--- config.mk ---
export PLATFORM = sky130hd
export DESIGN_NAME = ldm_monitor
export DESIGN_NICKNAME = d
export VERILOG_FILES = /design/src/verilog/ldm_pkg.sv /design/src/verilog/ldm_monitor.sv /design/src/verilog/ldm_ahb_if.sv
export SDC_FILE = /design/constraint.sdc
export NUM_CORES = 1
export LEC_CHECK = 0
export BUFFER_PORTS_ARGS = -buffer_cell sky130_fd_sc_hd__buf_2
export CAP_MARGIN = 0
export CELL_PAD_IN_SITES_DETAIL_PLACEMENT = 2
export CELL_PAD_IN_SITES_GLOBAL_PLACEMENT = 2
export CORE_AREA = 2 2 161 163
export CTS_BUF_LIST = sky130_fd_sc_hd__clkbuf_16
export DETAILED_ROUTE_END_ITERATION = 12
export DIE_AREA = 0 0 163 165
export PLACE_DENSITY_LB_ADDON = 0.1
export SLEW_MARGIN = 10
export SYNTH_ARGS = -nofsm -noshare
export SYNTH_HDL_FRONTEND = slang
export SYNTH_SLANG_ARGS = --single-unit
--- constraint.sdc ---
create_clock -name i_core_clk -period 11.05 [get_ports i_core_clk]
set_input_delay 2.21 -clock i_core_clk [delete_from_list [all_inputs] [get_ports i_core_clk]]
set_output_delay 2.21 -clock i_core_clk [all_outputs]
set_load 0.02 [all_outputs]
--- src/verilog/ldm_pkg.sv ---
// Shared constants and types for the load diagnosis monitor.
// Assumes a 40 MHz core clock and an AHB-Lite register bus.
package ldm_pkg;

    // ----------------------------------------------------------------
    // Geometry and timing
    // ----------------------------------------------------------------
    localparam int CLK_MHZ = 40;
    localparam int N_CH = 8;
    localparam int SETTLE_US = 40;
    localparam int SWITCH_US = 20;
    localparam int MAXON_US = 58;
    localparam int MONITOR_SETTLE_US = 20;
    localparam logic [11:0] SETTLE_CYC = 12'(SETTLE_US * CLK_MHZ);
    localparam logic [11:0] SWITCH_CYC = 12'(SWITCH_US * CLK_MHZ);
    localparam logic [11:0] MAXON_CYC = 12'(MAXON_US * CLK_MHZ);
    localparam logic [11:0] SYNC_CYC = 12'h004;
    localparam logic [7:0] HS_CAPABLE = 8'hFC;

    // ----------------------------------------------------------------
    // Register byte offsets
    // ----------------------------------------------------------------
    localparam logic [7:0] OFS_CH_ON = 8'h00;
    localparam logic [7:0] OFS_PWM_MAP = 8'h04;
    localparam logic [7:0] OFS_HS_USE = 8'h08;
    localparam logic [7:0] OFS_CURRENT_EN = 8'h0C;
    localparam logic [7:0] OFS_LATCH_CLR = 8'h10;
    localparam logic [7:0] OFS_ERROR = 8'h14;
    localparam logic [7:0] OFS_MONITOR = 8'h18;
    localparam logic [7:0] OFS_CHECK_SEL = 8'h1C;
    localparam logic [7:0] OFS_ONSTATE = 8'h20;
    localparam logic [7:0] OFS_STD_DIAG = 8'h24;

    // ----------------------------------------------------------------
    // Field positions and codes
    // ----------------------------------------------------------------
    localparam int STD_OFFSTATE_OPEN_SUMMARY_BIT = 0;
    localparam int STD_ONSTATE_OPEN_SUMMARY_BIT = 1;
    localparam int STD_BUSY_BIT = 2;
    localparam int STD_ERR_LSB = 8;
    localparam int PWM_GEN_LSB = 8;
    localparam logic [3:0] SEL_LOOP = 4'hA;
    localparam logic [3:0] SEL_IDLE = 4'hF;
    localparam logic [3:0] SEL_FIRST = 4'h2;
    localparam logic [3:0] SEL_LAST = 4'h7;
    localparam logic [4:0] POS_NONE = 5'h1F;
    localparam logic [4:0] POS_COUNT = 5'h12;
    localparam logic [4:0] POS_PER_PHASE = 5'h06;
    localparam logic [1:0] HTRANS_NONSEQ = 2'h2;

    // ----------------------------------------------------------------
    // Types
    // ----------------------------------------------------------------
    typedef enum logic [2:0] {
        LS_IDLE, LS_DIR, LS_PWM_SETTLE, LS_PWM_WAIT, LS_PWM_RUN
    } ldm_loop_type;

    typedef struct packed {
        logic rd;
        logic [7:0] rd_addr;
        logic wr;
        logic [7:0] wr_addr;
    } ldm_req_type;

endpackage : ldm_pkg

--- src/verilog/ldm_monitor.sv ---
// Load diagnosis monitor: error latch, output monitor, open-load checks.
// Assumes comparator results arrive synchronous to i_core_clk.
//
// Behaviour
// - Fault sets error flag and latches channel off; write 1 to clear bit.
// - Error flag and latch state is held per channel, independent of others.
// - Monitor bit is low-side Vds low or high-side Vout high; read refreshes.
// - Each channel has its own off-state current enable bit.
// - Open load seen by the monitor never latches the channel off.
// - Off-state summary is OR of monitor bits of off, current-enabled channels.
// - On-state result is low current with high output, high-side channels only.
// - After reset on-state checking stays inactive until selection is written.
// - Selection 0010 to 0111 routes mux to that channel; valid after settle.
// - Single mode clears other result bits; result register refreshed on read.
// - Single mode mirrors selected result into summary at standard readout.
// - Selection 1010 starts an autonomous loop over eligible channels.
// - Loop checks direct channels from 2; settle+sync, then switch+sync.
// - Direct channel off at its check gets result 0.
// - Then PWM channels, generator 0 first, on switch-on edge, maxon+switch.
// - Off PWM channel waits next on phase; too short on phase gives 0.
// - Loop end sets selection to 1111; results hold until next loop or a single-mode result read.
// - At 1010 summary is live OR of results; at 1111 the last loop's OR.
// - Reserved selection values give summary 0; controller avoids them.
// - Maximum-on wait lies between 40 and 76 us, nominally 58 us.
// - Settle time at most 40 us, switching time at most 20 us.
//
// Decided for this implementation: the address map and the AHB-Lite slave port.
`timescale 1ns/1ps
`default_nettype none
module ldm_monitor (
    input wire logic i_core_clk,
    input wire logic i_arst_n,
    input wire logic i_hsel,
    input wire logic [31:0] i_haddr,
    input wire logic [1:0] i_htrans,
    input wire logic i_hwrite,
    input wire logic [2:0] i_hsize,
    input wire logic [31:0] i_hwdata,
    input wire logic i_hready,
    output logic o_hreadyout,
    output logic o_hresp,
    output logic [31:0] o_hrdata,
    input wire logic [7:0] i_fault,
    input wire logic [7:0] i_vds_low,
    input wire logic [7:0] i_vout_high,
    input wire logic [7:0] i_il_low,
    input wire logic [1:0] i_pwm_gen,
    output logic [7:0] o_ch_on,
    output logic [7:0] o_iol_en,
    output logic [7:0] o_err,
    output logic [2:0] o_mux_sel,
    output logic o_mux_en
);

    typedef struct packed {
        logic [7:0] ch_on_req;
        logic [7:0] pwm_map;
        logic [7:0] pwm_gen;
        logic [7:0] hs_use;
        logic [7:0] iol;
        logic [7:0] err;
        logic [7:0] latch;
        logic [7:0] osm;
        logic [7:0] onstate_open_summary;
        logic [7:0] on;
        logic [7:0] on_prev;
        logic [3:0] sel;
        ldm_pkg::ldm_loop_type fsm;
        logic [4:0] pos;
        logic [2:0] ch;
        logic first_dir;
        logic first_pwm;
        logic [11:0] cnt;
        logic [31:0] rdata;
    } ldm_mon_state_type;

    ldm_mon_state_type q;
    ldm_mon_state_type next_q;
    ldm_pkg::ldm_req_type req;
    logic rst_meta;
    logic rst_n;
    logic [7:0] mon;
    logic [7:0] res;
    logic [7:0] drive;
    logic single;

    // ----------------------------------------------------------------
    // Reset release
    // ----------------------------------------------------------------
    always_ff @(posedge i_core_clk or negedge i_arst_n) begin
        if (!i_arst_n) begin
            rst_meta <= 1'b0;
            rst_n <= 1'b0;
        end else begin
            rst_meta <= 1'b1;
            rst_n <= rst_meta;
        end
    end

    // ----------------------------------------------------------------
    // Bus front end
    // ----------------------------------------------------------------
    ldm_ahb_if u_ahb (
        .i_core_clk(i_core_clk),
        .i_rst_n(rst_n),
        .i_hsel(i_hsel),
        .i_haddr(i_haddr),
        .i_htrans(i_htrans),
        .i_hwrite(i_hwrite),
        .i_hready(i_hready),
        .o_req(req)
    );

    // ----------------------------------------------------------------
    // Per-channel comparisons
    // ----------------------------------------------------------------
    genvar gi;
    generate
        for (gi = 0; gi < ldm_pkg::N_CH; gi = gi + 1) begin : g_ch
            assign mon[gi] = q.hs_use[gi] ? i_vout_high[gi] : i_vds_low[gi];
            assign res[gi] = ldm_pkg::HS_CAPABLE[gi] & q.hs_use[gi]
                & i_il_low[gi] & i_vout_high[gi];
            assign drive[gi] = q.pwm_map[gi] ? i_pwm_gen[q.pwm_gen[gi]]
                : q.ch_on_req[gi];
        end
    endgenerate

    assign single = (q.sel >= ldm_pkg::SEL_FIRST) && (q.sel <= ldm_pkg::SEL_LAST);

    // ----------------------------------------------------------------
    // Loop order: direct, then generator 0, then generator 1
    // ----------------------------------------------------------------
    function automatic logic pos_ok(input logic [4:0] p, input logic [7:0] hs,
                                    input logic [7:0] pm, input logic [7:0] pg);
        logic [2:0] c;
        logic ok;
        c = 3'(p % ldm_pkg::POS_PER_PHASE + 5'h02);
        ok = ldm_pkg::HS_CAPABLE[c] & hs[c];
        if (p < ldm_pkg::POS_PER_PHASE) begin
            pos_ok = ok & ~pm[c];
        end else if (p < 5'(2 * ldm_pkg::POS_PER_PHASE)) begin
            pos_ok = ok & pm[c] & ~pg[c];
        end else begin
            pos_ok = ok & pm[c] & pg[c];
        end
    endfunction : pos_ok

    function automatic logic [4:0] pos_next(input logic [4:0] from, input logic [7:0] hs,
                                            input logic [7:0] pm, input logic [7:0] pg);
        logic [4:0] r;
        r = ldm_pkg::POS_NONE;
        for (int k = int'(ldm_pkg::POS_COUNT) - 1; k >= 0; k--) begin
            if ((from == ldm_pkg::POS_NONE || 5'(k) > from) && pos_ok(5'(k), hs, pm, pg)) begin
                r = 5'(k);
            end
        end
        pos_next = r;
    endfunction : pos_next

    // ----------------------------------------------------------------
    // Next state
    // ----------------------------------------------------------------
    always_comb begin
        logic [4:0] np;
        logic adv;
        logic [7:0] clr;
        logic [7:0] one;
        logic onstate_open_summary_sum;
        np = ldm_pkg::POS_NONE;
        adv = 1'b0;
        clr = 8'h00;
        one = 8'h00;
        onstate_open_summary_sum = 1'b0;
        next_q = q;
        if (q.cnt != 12'h000) begin
            next_q.cnt = q.cnt - 12'h001;
        end
        // Register writes
        if (req.wr) begin
            unique case (req.wr_addr)
                ldm_pkg::OFS_CH_ON: next_q.ch_on_req = i_hwdata[7:0];
                ldm_pkg::OFS_PWM_MAP: begin
                    next_q.pwm_map = i_hwdata[7:0];
                    next_q.pwm_gen = i_hwdata[ldm_pkg::PWM_GEN_LSB +: 8];
                end
                ldm_pkg::OFS_HS_USE: next_q.hs_use = i_hwdata[7:0];
                ldm_pkg::OFS_CURRENT_EN: next_q.iol = i_hwdata[7:0];
                ldm_pkg::OFS_LATCH_CLR: clr = i_hwdata[7:0];
                ldm_pkg::OFS_CHECK_SEL: begin
                    next_q.sel = i_hwdata[3:0];
                    next_q.fsm = ldm_pkg::LS_IDLE;
                    next_q.ch = i_hwdata[2:0];
                    next_q.cnt = ldm_pkg::SETTLE_CYC;
                    if (i_hwdata[3:0] == ldm_pkg::SEL_LOOP) begin
                        next_q.onstate_open_summary = 8'h00;
                        next_q.first_dir = 1'b1;
                        next_q.first_pwm = 1'b1;
                        next_q.pos = ldm_pkg::POS_NONE;
                        adv = 1'b1;
                    end else if (i_hwdata[3:0] < ldm_pkg::SEL_FIRST
                                 || i_hwdata[3:0] > ldm_pkg::SEL_LAST) begin
                        next_q.cnt = 12'h000;
                    end
                end
                default: begin
                end
            endcase
        end
        // Error flag and latch, set wins over clear, per channel
        next_q.err = (q.err & ~clr) | i_fault;
        next_q.latch = (q.latch & ~clr) | i_fault;
        next_q.on = drive & ~next_q.latch;
        next_q.on_prev = q.on;
        // Autonomous loop
        unique case (q.fsm)
            ldm_pkg::LS_IDLE: begin
            end
            ldm_pkg::LS_DIR: begin
                if (q.cnt == 12'h000) begin
                    next_q.onstate_open_summary[q.ch] = q.on[q.ch] & res[q.ch];
                    adv = 1'b1;
                end
            end
            ldm_pkg::LS_PWM_SETTLE: begin
                if (q.cnt == 12'h000) begin
                    next_q.fsm = ldm_pkg::LS_PWM_WAIT;
                end
            end
            ldm_pkg::LS_PWM_WAIT: begin
                if (q.on[q.ch] && !q.on_prev[q.ch]) begin
                    next_q.fsm = ldm_pkg::LS_PWM_RUN;
                    next_q.cnt = ldm_pkg::MAXON_CYC + ldm_pkg::SWITCH_CYC;
                end
            end
            ldm_pkg::LS_PWM_RUN: begin
                if (!q.on[q.ch]) begin
                    next_q.onstate_open_summary[q.ch] = 1'b0;
                    adv = 1'b1;
                end else if (q.cnt == 12'h000) begin
                    next_q.onstate_open_summary[q.ch] = res[q.ch];
                    adv = 1'b1;
                end
            end
        endcase
        if (adv) begin
            np = pos_next(next_q.pos, next_q.hs_use, next_q.pwm_map, next_q.pwm_gen);
            next_q.pos = np;
            if (np == ldm_pkg::POS_NONE) begin
                next_q.fsm = ldm_pkg::LS_IDLE;
                next_q.sel = ldm_pkg::SEL_IDLE;
            end else begin
                next_q.ch = 3'(np % ldm_pkg::POS_PER_PHASE + 5'h02);
                if (np < ldm_pkg::POS_PER_PHASE) begin
                    next_q.fsm = ldm_pkg::LS_DIR;
                    next_q.cnt = (next_q.first_dir ? ldm_pkg::SETTLE_CYC
                        : ldm_pkg::SWITCH_CYC) + ldm_pkg::SYNC_CYC;
                    next_q.first_dir = 1'b0;
                end else if (next_q.first_pwm) begin
                    next_q.fsm = ldm_pkg::LS_PWM_SETTLE;
                    next_q.cnt = ldm_pkg::SETTLE_CYC;
                    next_q.first_pwm = 1'b0;
                end else begin
                    next_q.fsm = ldm_pkg::LS_PWM_WAIT;
                end
            end
        end
        // Single channel result, only valid after settling
        if (single && q.cnt == 12'h000) begin
            one[q.ch] = q.on[q.ch] & res[q.ch];
        end
        unique case (q.sel)
            ldm_pkg::SEL_LOOP, ldm_pkg::SEL_IDLE: onstate_open_summary_sum = |q.onstate_open_summary;
            default: onstate_open_summary_sum = single ? one[q.ch] : 1'b0;
        endcase
        // Register reads, refreshed at the read request
        next_q.rdata = 32'h0000_0000;
        if (req.rd) begin
            unique case (req.rd_addr)
                ldm_pkg::OFS_CH_ON: next_q.rdata[7:0] = q.ch_on_req;
                ldm_pkg::OFS_PWM_MAP: begin
                    next_q.rdata[7:0] = q.pwm_map;
                    next_q.rdata[ldm_pkg::PWM_GEN_LSB +: 8] = q.pwm_gen;
                end
                ldm_pkg::OFS_HS_USE: next_q.rdata[7:0] = q.hs_use;
                ldm_pkg::OFS_CURRENT_EN: next_q.rdata[7:0] = q.iol;
                ldm_pkg::OFS_ERROR: next_q.rdata[7:0] = q.err;
                ldm_pkg::OFS_MONITOR: begin
                    next_q.osm = mon;
                    next_q.rdata[7:0] = mon;
                end
                ldm_pkg::OFS_CHECK_SEL: next_q.rdata[3:0] = q.sel;
                ldm_pkg::OFS_ONSTATE: begin
                    if (single) begin
                        next_q.onstate_open_summary = one;
                        next_q.rdata[7:0] = one;
                    end else begin
                        next_q.rdata[7:0] = q.onstate_open_summary;
                    end
                end
                ldm_pkg::OFS_STD_DIAG: begin
                    next_q.rdata[ldm_pkg::STD_OFFSTATE_OPEN_SUMMARY_BIT] = |(mon & ~q.on & q.iol);
                    next_q.rdata[ldm_pkg::STD_ONSTATE_OPEN_SUMMARY_BIT] = onstate_open_summary_sum;
                    next_q.rdata[ldm_pkg::STD_BUSY_BIT] = q.fsm != ldm_pkg::LS_IDLE;
                    next_q.rdata[ldm_pkg::STD_ERR_LSB +: 8] = q.err;
                end
                default: begin
                end
            endcase
        end
    end

    // ----------------------------------------------------------------
    // State register
    // ----------------------------------------------------------------
    always_ff @(posedge i_core_clk or negedge rst_n) begin
        if (!rst_n) begin
            q <= '0;
            q.sel <= ldm_pkg::SEL_IDLE;
            q.fsm <= ldm_pkg::LS_IDLE;
            q.pos <= ldm_pkg::POS_NONE;
        end else begin
            q <= next_q;
        end
    end

    // ----------------------------------------------------------------
    // Outputs
    // ----------------------------------------------------------------
    assign o_hreadyout = 1'b1;
    assign o_hresp = 1'b0;
    assign o_hrdata = q.rdata;
    assign o_ch_on = q.on;
    assign o_iol_en = q.iol;
    assign o_err = q.err;
    assign o_mux_sel = q.ch;
    assign o_mux_en = (q.fsm != ldm_pkg::LS_IDLE) || single;

endmodule : ldm_monitor
`default_nettype wire

--- src/verilog/ldm_ahb_if.sv ---
// AHB-Lite slave front end: turns bus phases into read and write strobes.
// Assumes a single slave, zero wait states and word transfers only.
`timescale 1ns/1ps
`default_nettype none
module ldm_ahb_if (
    input wire logic i_core_clk,
    input wire logic i_rst_n,
    input wire logic i_hsel,
    input wire logic [31:0] i_haddr,
    input wire logic [1:0] i_htrans,
    input wire logic i_hwrite,
    input wire logic i_hready,
    output ldm_pkg::ldm_req_type o_req
);

    typedef struct packed {
        logic wr_pend;
        logic [7:0] wr_addr;
    } ldm_ahb_state_type;

    ldm_ahb_state_type q;
    ldm_ahb_state_type next_q;
    logic take;

    // ----------------------------------------------------------------
    // Address phase acceptance
    // ----------------------------------------------------------------
    assign take = i_hsel && i_hready && (i_htrans == ldm_pkg::HTRANS_NONSEQ);

    always_comb begin
        next_q = q;
        next_q.wr_pend = take && i_hwrite;
        if (take) begin
            next_q.wr_addr = i_haddr[7:0];
        end
    end

    always_ff @(posedge i_core_clk or negedge i_rst_n) begin
        if (!i_rst_n) begin
            q <= '0;
        end else begin
            q <= next_q;
        end
    end

    assign o_req.rd = take && !i_hwrite;
    assign o_req.rd_addr = i_haddr[7:0];
    assign o_req.wr = q.wr_pend;
    assign o_req.wr_addr = q.wr_addr;

endmodule : ldm_ahb_if
`default_nettype wire

==> results of run 1 <==
==> per-stage QoR <==
step                      area (um2)  hold slack, ns  std cells  total power, mW  worst slack (ns)
after floorplan                 8750           0.331        979             1.19              4.81
after global placement          9110           0.343       1311             1.38              3.56
after detailed placement        9110           0.336       1311             1.40              3.41
after CTS                       9700           0.366       1343             2.01              3.85
after global routing            9700           0.370       1343             2.13              3.27
final                           9700           0.363       1343             1.99              3.85
==> area by class of cell <==
class,instances,share of cell area
Sequential cell,136,0.352
Clock buffer,17,0.0439
Tap cell,330,0.0426
Clock inverter,15,0.0170
Inverter,32,0.0124
Multi-Input combinational cell,696,0.468
Timing Repair Buffer,117,0.0632
==> final timing paths <==
path                           startpoint             end  depth (start not counted)
max                           i_hwdata[3]    o_mux_sel[2]                         21
min                              rst_meta           rst_n                          0
max reg2reg                u_ahb.o_req[3]    o_mux_sel[2]                         20
min reg2reg                      rst_meta           rst_n                          0
max in group asynchronous           rst_n           q[41]                          1
min in group asynchronous           rst_n  u_ahb.o_req[7]                          0
==> state kept, by name, indices dropped and copies added (netlist names), 3 cells and up <==
signal / flops
q: 82
o_hrdata: 16
u_ahb.o_req: 9
o_ch_on: 8
o_err: 8
o_iol_en: 8
o_mux_sel: 3
==> cell families after synthesis <==
kind of cell / Yosys count
other: 2
adders and majority gates: 5
muxes: 62
xor gates and xnor gates: 12
buffers and inverters: 147
and+or+nand+nor: 343
AOI/OAI and AO/OA: 255
DFF: 136
==> placed cells by master (no fill, tap or decap), drive strengths merged, types with 17 or more instances in the layout <==
master,instances
clkbuf,17
conb,19
buf,117
mux2,33
nor3,29
nand2,115
a21oi,37
nand3,29
inv,39
o21ai,51
nor2,70
dfrtp,127
a21o,23
mux2i,26
a31oi,27
==> power breakdown <==
part | switching, mW | internal [mW] | total (mW)
clock network | 0.255 | 0.337 | 0.592
logic | 0.433 | 0.272 | 0.705
registers | 0.129 | 0.562 | 0.691
==> layer usage <==
metal  part of all wire  up-vias
met5                  0        -
met4              0.012        0
met3              0.049       23
met2               0.47      182
met1               0.47     4030
li1                   -     3522
==> metrics.yaml, run 1 <==
io_pins: 170
synthFlopType: "dfrtp_1"
via_count: 7757
grt_max_degree: 69
numCtsBuffers: 17
critPathKind: "in2reg"
cp.required_ns: 11.36
synth-edff-count: 0
antenna_found_initial: 0
crit_family: "simple AND/OR/NAND/NOR gates"
syn_area_per_cell_um2: 9.03
setup_viol: 0
cts-resized-gates: 0
yosys_warnings: 0
htreeDepth: 4
use_met2: 0.423
grt_overflow: 0
drive_above_1_share: 0.228
muxShareOfSynthArea: 0.0828
postSynthCellCount: 962
synth_top_family_by_area: "compound AO/OA/AOI/OAI gates"
ys_top_cells_by_count: "127 x dfrtp_1, 115 x nand2_1, 70 x nor2_1, 64 x buf_4, 46 x o21ai_0"
drt.antenna.violating_nets: 0
syn_area_um2: 8690
crit_chain: "buf_2 -> nor4bb_1 -> and4_1 -> nor2_1 -> o21ai_0 -> o21ai_1 -> nand4_1 -> nor2_1 -> ha_1 -> nor3_1 -> o21ai_0 -> ha_1 -> o311ai_0 -> o21ai_0 -> ha_1 -> nor2_1 -> nand2_1 -> a211oi_1 -> or3_1 -> a31oi_1 -> o311a_1"
path_clk_slew_ns: 0.07
cts.sinks: 136
synthArstFlopShare: 1.00
synthAdderAreaFrac: 0.00720
vias_per_cell: 5.78
synth_top_area_share: 0.366
core_area_um2: 25000
clk_path_buf_depth: 2
post-route-util: 0.387
fin_crit_sh: 0.652
holdBufCountCts: 0
multiInputGateArea_um2: 4540
synth_compound_area_frac: 0.208
path_buf_inv: 1
clk_latency_ns: 0.43
synth.most_common_cell: "dfrtp_1"
p_per_area_nw_per_um2: 205
use_met3: 0.0460
postCtsSetupRepairBufs: 0
leakagePower_nw: 4.19
use_met1: 0.354
dieArea_um2: 26900
ir_drop_v: 0.0000773
cp-start-kind: "input pin"
cp_max_fo: 16
firstDrtPassIters: 5
fin_crit_ns: 7.20
synth-seq-cells: 136
grt_pass1_vias: 8078
drc: 0
seq_area_um2: 3420
insertedDiodeCount: 0
die_h_um: 165
cts_tree: "built"
grt_util_all_layers: 0.258
root_buffer: "clkbuf_16"
synth-seq-area-share: 0.393
synth.area.top_cells: "dfrtp_1 37%, buf_4 5.5%, nand2_1 5.0%"
gp_congestion: 0.861
yosysTopAreaCell: "dfrtp_1"
place.port_buffers: 106
finClkSkew_ns: 0.0165
grt_setup_unrepaired: "no"
grt_pass1_wl_um: 51100
drtIter0Drc: 479
start_util: 0.347
nets: 1113
fillCellCount: 2835
synth-xor-area-share: 0.0121
relSlewSlack: 0.317
fin_tns_setup_ns: 0
wl_um: 33400
wire_per_inst_um: 24.9
slew_violations: 0
cp-end-kind: "flop"
maxCapViolations: 0
fmax_ghz: 0.139
top_usage_layer: "met2"
synth_cell_types: 90
cp.arrival_ns: 7.51
num_rows: 58
worst_pin_slew_ns: 1.02
hold_viol: 0
critPathMaxStageDelay_ns: 0.78
dp.final_hpwl_um: 25300
dieWidth_um: 163
hp-class: "reg2reg"
syn_to_final_growth_pct: 11.6
regToRegSetupSlack_ns: 4.93
outcome: "finished, final reports clean"
yosys.area_share.simple: 0.204
slowest_stage: "and4_1"
Power figures use the tool's default switching activity.
==> inputs of run 2 (changes only) <==
--- a/config.mk
+++ b/config.mk
@@ -9,10 +9,10 @@
 export CAP_MARGIN = 0
 export CELL_PAD_IN_SITES_DETAIL_PLACEMENT = 2
 export CELL_PAD_IN_SITES_GLOBAL_PLACEMENT = 2
-export CORE_AREA = 2 2 161 163
+export CORE_AREA = 2 2 163 165
 export CTS_BUF_LIST = sky130_fd_sc_hd__clkbuf_16
 export DETAILED_ROUTE_END_ITERATION = 12
-export DIE_AREA = 0 0 163 165
+export DIE_AREA = 0 0 165 167
 export PLACE_DENSITY_LB_ADDON = 0.1
 export SLEW_MARGIN = 10
 export SYNTH_ARGS = -nofsm -noshare
==> constraint.sdc (replaced) <==
create_clock -name i_core_clk -period 7 [get_ports i_core_clk]
set_input_delay 1.4 -clock i_core_clk [delete_from_list [all_inputs] [get_ports i_core_clk]]
set_output_delay 1.4 -clock i_core_clk [all_outputs]
set_load 0.02 [all_outputs]
==> metrics.yaml, run 2 (synthesized netlist as in run 1, its figures left out) <==
grt_setup_unrepaired: "no"
wl_met2_um: 15500
core_area_um2: 25800
worst_pin_slew_ns: 1.12
root_buffer: "clkbuf_16"
clkPwrFrac: 0.297
nets: 1118
internal_power_mw: 1.86
critPathKind: "in2reg"
top_layer_used: "met5"
slew_violations: 0
dp.final_hpwl_um: 25200
num_rows: 59
maxCapViolations: 0
drc: 0
dieArea_um2: 27600
final_cell_mix: "126 x dfrtp_1, 115 x nand2_1, 106 x buf_2"
outcome: "finished, final reports clean"
slowest_stage: "and4_1"
finClkSkew_ns: 0.0139
gp_congestion: 0.810
drtIter0Drc: 534
fin_crit_ns: 6.11
ir_drop_v: 0.000164
path_buf_inv: 1
setup_viol: 0
antenna_found_initial: 1
path_clk_slew_ns: 0.07
numCtsBuffers: 17
largest_register_ffs: 82
place.port_buffers: 106
wire_per_inst_um: 24.3
drt.antenna.violating_nets: 0
leakagePower_nw: 4.22
fin_crit_sh: 0.873
wl_met1_um: 15900
switching_share: 0.405
start_util: 0.337
dr_wl_met3_um: 1160
cp-start-kind: "input pin"
grt_pass1_wl_um: 50400
fmax_ghz: 0.164
syn_to_final_growth_pct: 12.3
holdBufCountCts: 0
via_count: 7671
cp.arrival_ns: 6.42
relSlewSlack: 0.252
final_common_cell: "dfrtp_1"
hold_viol: 0
dieWidth_um: 165
firstDrtPassIters: 5
drive_above_1_share: 0.232
regMostFlops: "q"
clk_latency_ns: 0.43
p_switching_mw: 1.27
place_inst: 1321
grt_pass1_vias: 7984
die_h_um: 167
vias_per_cell: 5.67
pwr-share-comb: 0.356
crit_chain: "buf_2 -> nor4bb_1 -> and4_1 -> nor2_1 -> o21ai_0 -> o21ai_1 -> nand4_1 -> nor2_1 -> ha_1 -> nor3_1 -> o21ai_0 -> ha_1 -> o311ai_0 -> o21ai_0 -> ha_1 -> nor2_1 -> nand2_1 -> a211oi_1 -> or3_1 -> a31oi_1 -> o311a_1"
fin_tns_setup_ns: 0
cp.required_ns: 7.30
critPathMaxStageDelay_ns: 0.61
cts-resized-gates: 0
crit_family: "simple AND/OR/NAND/NOR gates"
grt_max_degree: 69
clk_path_buf_depth: 2
p_per_area_nw_per_um2: 320
total_power_mw: 3.12
fin_cells: 1354
cts_tree: "built"
grt_util_all_layers: 0.244
hp-class: "reg2reg"
fillCellCount: 2902
post-route-util: 0.379
cp_max_fo: 13
postCtsSetupRepairBufs: 0
grt_overflow: 0
htreeDepth: 4
wl_um: 32900
cts.sinks: 136
io_pins: 170
seq_power_share: 0.348
cp-end-kind: "flop"
[run 2: metrics by stage]
stage | hold slack, ns | area [um2] | worst slack (ns)
final | 0.355 | 9750 | 0.886
after CTS | 0.358 | 9750 | 0.853
after global routing | 0.370 | 9750 | 0.305
after global placement | 0.337 | 9160 | 0.605
after detailed placement | 0.342 | 9160 | 0.486
after floorplan | 0.331 | 8750 | 1.57
[run 2: worst paths after layout]
kind                       cells after the start              to      startpoint  slack [ns]
min in group asynchronous                      0  u_ahb.o_req[7]           rst_n        0.48
max reg2reg                                   20    o_mux_sel[2]  u_ahb.o_req[3]        1.07
min reg2reg                                    0           rst_n        rst_meta        0.35
max in group asynchronous                      1           q[81]           rst_n        5.03
min                                            0           rst_n        rst_meta        0.35
max                                           21    o_mux_sel[2]     i_hwdata[3]        0.89
[run 2: power by group through the flow]
| stage | combinational, mW | sequential [mW] | clock (mW) |
|---|---|---|---|
| final | 1.11 | 1.09 | 0.927 |
| after global routing | 1.26 | 1.11 | 0.976 |
| after CTS | 1.12 | 1.08 | 0.945 |
| after detailed placement | 1.11 | 1.10 | 0 |
| after global placement | 1.09 | 1.09 | 0 |
| after floorplan | 0.903 | 0.978 | 0 |
[run 2: cell type report]
class / instances / area [um2] / share of cell area
well taps: 335 / 419 / 0.0430
diodes: 1 / 2.50 / 0.000257
clock buffers: 17 / 425 / 0.0436
flip-flops and latches: 136 / 3420 / 0.350
inverters: 32 / 120 / 0.0123
clock inverters: 15 / 168 / 0.0172
repair buffers: 122 / 651 / 0.0667
multi-input cells: 696 / 4550 / 0.466
[run 2: routing by layer]
layer	track usage	vias to the layer above
met3	0.0304	24
li1	-	3520
met1	0.357	3963
met4	0.0476	2
met5	0	-
met2	0.389	162
==> inputs of run 3 (changes only) <==
--- a/config.mk
+++ b/config.mk
@@ -9,10 +9,10 @@
 export CAP_MARGIN = 0
 export CELL_PAD_IN_SITES_DETAIL_PLACEMENT = 2
 export CELL_PAD_IN_SITES_GLOBAL_PLACEMENT = 2
-export CORE_AREA = 2 2 163 165
+export CORE_AREA = 2 2 149 181
 export CTS_BUF_LIST = sky130_fd_sc_hd__clkbuf_16
 export DETAILED_ROUTE_END_ITERATION = 12
-export DIE_AREA = 0 0 165 167
+export DIE_AREA = 0 0 151 183
 export PLACE_DENSITY_LB_ADDON = 0.1
 export SLEW_MARGIN = 10
 export SYNTH_ARGS = -nofsm -noshare
==> metrics.yaml, run 3 (synthesized netlist as in run 1, its figures left out) <==
num_rows: 65
seq_power_share: 0.346
outcome: "finished, final reports clean"
root_buffer: "clkbuf_16"
critPathKind: "in2reg"
grt_pass1_vias: 8263
seq_area_um2: 3420
cts_tree: "built"
antenna_found_initial: 0
final_common_cell: "dfrtp_1"
largest_register_ffs: 82
fin_tns_setup_ns: 0
post-place-ws_ns: 0.349
grt_overflow: 0
cp_max_fo: 13
gp_congestion: 0.823
cts-resized-gates: 0
htreeDepth: 4
path_clk_slew_ns: 0.06
cp.arrival_ns: 6.51
stdcell_area_um2: 9730
fmax_ghz: 0.161
drt.antenna.violating_nets: 0
holdBufCountCts: 0
drc: 0
internal_power_mw: 1.91
grt_util_all_layers: 0.249
drtIter0Drc: 320
nets: 1117
pwr-share-comb: 0.355
ir_drop_v: 0.000174
dieArea_um2: 27600
wl_um: 33300
dieWidth_um: 151
leakagePower_nw: 4.21
wl_met2_um: 17000
clk_latency_ns: 0.44
insertedDiodeCount: 0
wire_per_inst_um: 24.7
fin_crit_ns: 6.20
dr_wl_met3_um: 1090
vias_per_cell: 5.69
postCtsSetupRepairBufs: 0
hold_viol: 0
setup_viol: 0
worst_pin_slew_ns: 0.987
firstDrtPassIters: 7
numCtsBuffers: 17
p_switching_mw: 1.23
switching_share: 0.392
via_count: 7678
grt_setup_unrepaired: "no"
maxCapViolations: 0
drive_above_1_share: 0.226
clk_path_buf_depth: 2
grt_max_degree: 72
fillCellCount: 2952
dp.final_hpwl_um: 25400
placed_cell_area_um2: 9140
hp-class: "reg2reg"
multiInputGateArea_um2: 4540
io_pins: 170
syn_to_final_growth_pct: 12.0
slew_violations: 0
die_h_um: 183
start_util: 0.336
cp-end-kind: "flop"
finClkSkew_ns: 0.00966
setup_ws_ns: 0.805
cp-start-kind: "input pin"
regMostFlops: "q"
relSlewSlack: 0.340
place.port_buffers: 106
final_cell_mix: "126 x dfrtp_1, 115 x nand2_1, 106 x buf_2"
grt_pass1_wl_um: 50900
cts.sinks: 136
top_layer_used: "met4"
p_per_area_nw_per_um2: 322
cp.required_ns: 7.32
core_area_um2: 25900
clkPwrFrac: 0.299
wl_met1_um: 14400
fin_crit_sh: 0.885
-- run 3: routing by layer --
layer / GRT usage / up-vias
met2: 0.432 / 169
met3: 0.0348 / 41
li1: - / 3518
met4: 0.0830 / 0
met5: 0 / -
met1: 0.317 / 3950
-- run 3: power groups by stage --
stage	sequential (mW)	combinational, mW	clock (mW)
5_1_grt	1.11	1.25	0.985
3_3_place_gp	1.10	1.09	0
4_1_cts	1.09	1.13	0.956
3_5_place_dp	1.10	1.12	0
2_1_floorplan	0.978	0.903	0
6_report	1.09	1.11	0.938
-- run 3: path summary, 6_finish.rpt --
path	startpoint	end	slack (ns)	cells past startpoint
hold reg to reg	rst_meta	rst_n	0.35	0
min in group asynchronous	rst_n	q[131]	0.46	0
hold / removal	rst_meta	rst_n	0.35	0
setup reg to reg	u_ahb.o_req[2]	o_mux_sel[2]	1.13	21
setup / recovery	i_hwdata[3]	o_mux_sel[2]	0.80	21
max in group asynchronous	rst_n	q[120]	5.05	1
-- run 3: critical path: stages --
cell	delay (ns)
buf_2	0.26
nor4bb_1	0.48
and4_1	0.62
nor2_1	0.17
o32ai_4	0.33
nand4_2	0.18
nor3_2	0.24
nor2_1	0.10
ha_1	0.25
nor3_1	0.36
o21ai_0	0.14
ha_1	0.28
o311ai_0	0.11
o21ai_0	0.16
ha_1	0.22
nor2_1	0.12
nand2_1	0.09
a211oi_1	0.34
or3_1	0.22
a31oi_1	0.09
o311a_1	0.34
-- run 3: cell type report --
cell class / count / share of cell area
Timing Repair Buffer: 121 / 0.0661
Clock buffer: 17 / 0.0437
Clock inverter: 13 / 0.0168
Multi-Input combinational cell: 696 / 0.467
Tap cell: 335 / 0.0431
Sequential cell: 136 / 0.351
Inverter: 32 / 0.0123
-- run 3: per-stage QoR --
step	std cells	hold slack, ns	util	total power [mW]
6_report	1350	0.348	0.376	3.14
5_1_grt	1350	0.359	0.376	3.35
4_1_cts	1350	0.351	0.376	3.17
3_5_place_dp	1320	0.337	0.354	2.22
3_3_place_gp	1320	0.338	0.354	2.19
2_1_floorplan	979	0.331	-	1.88
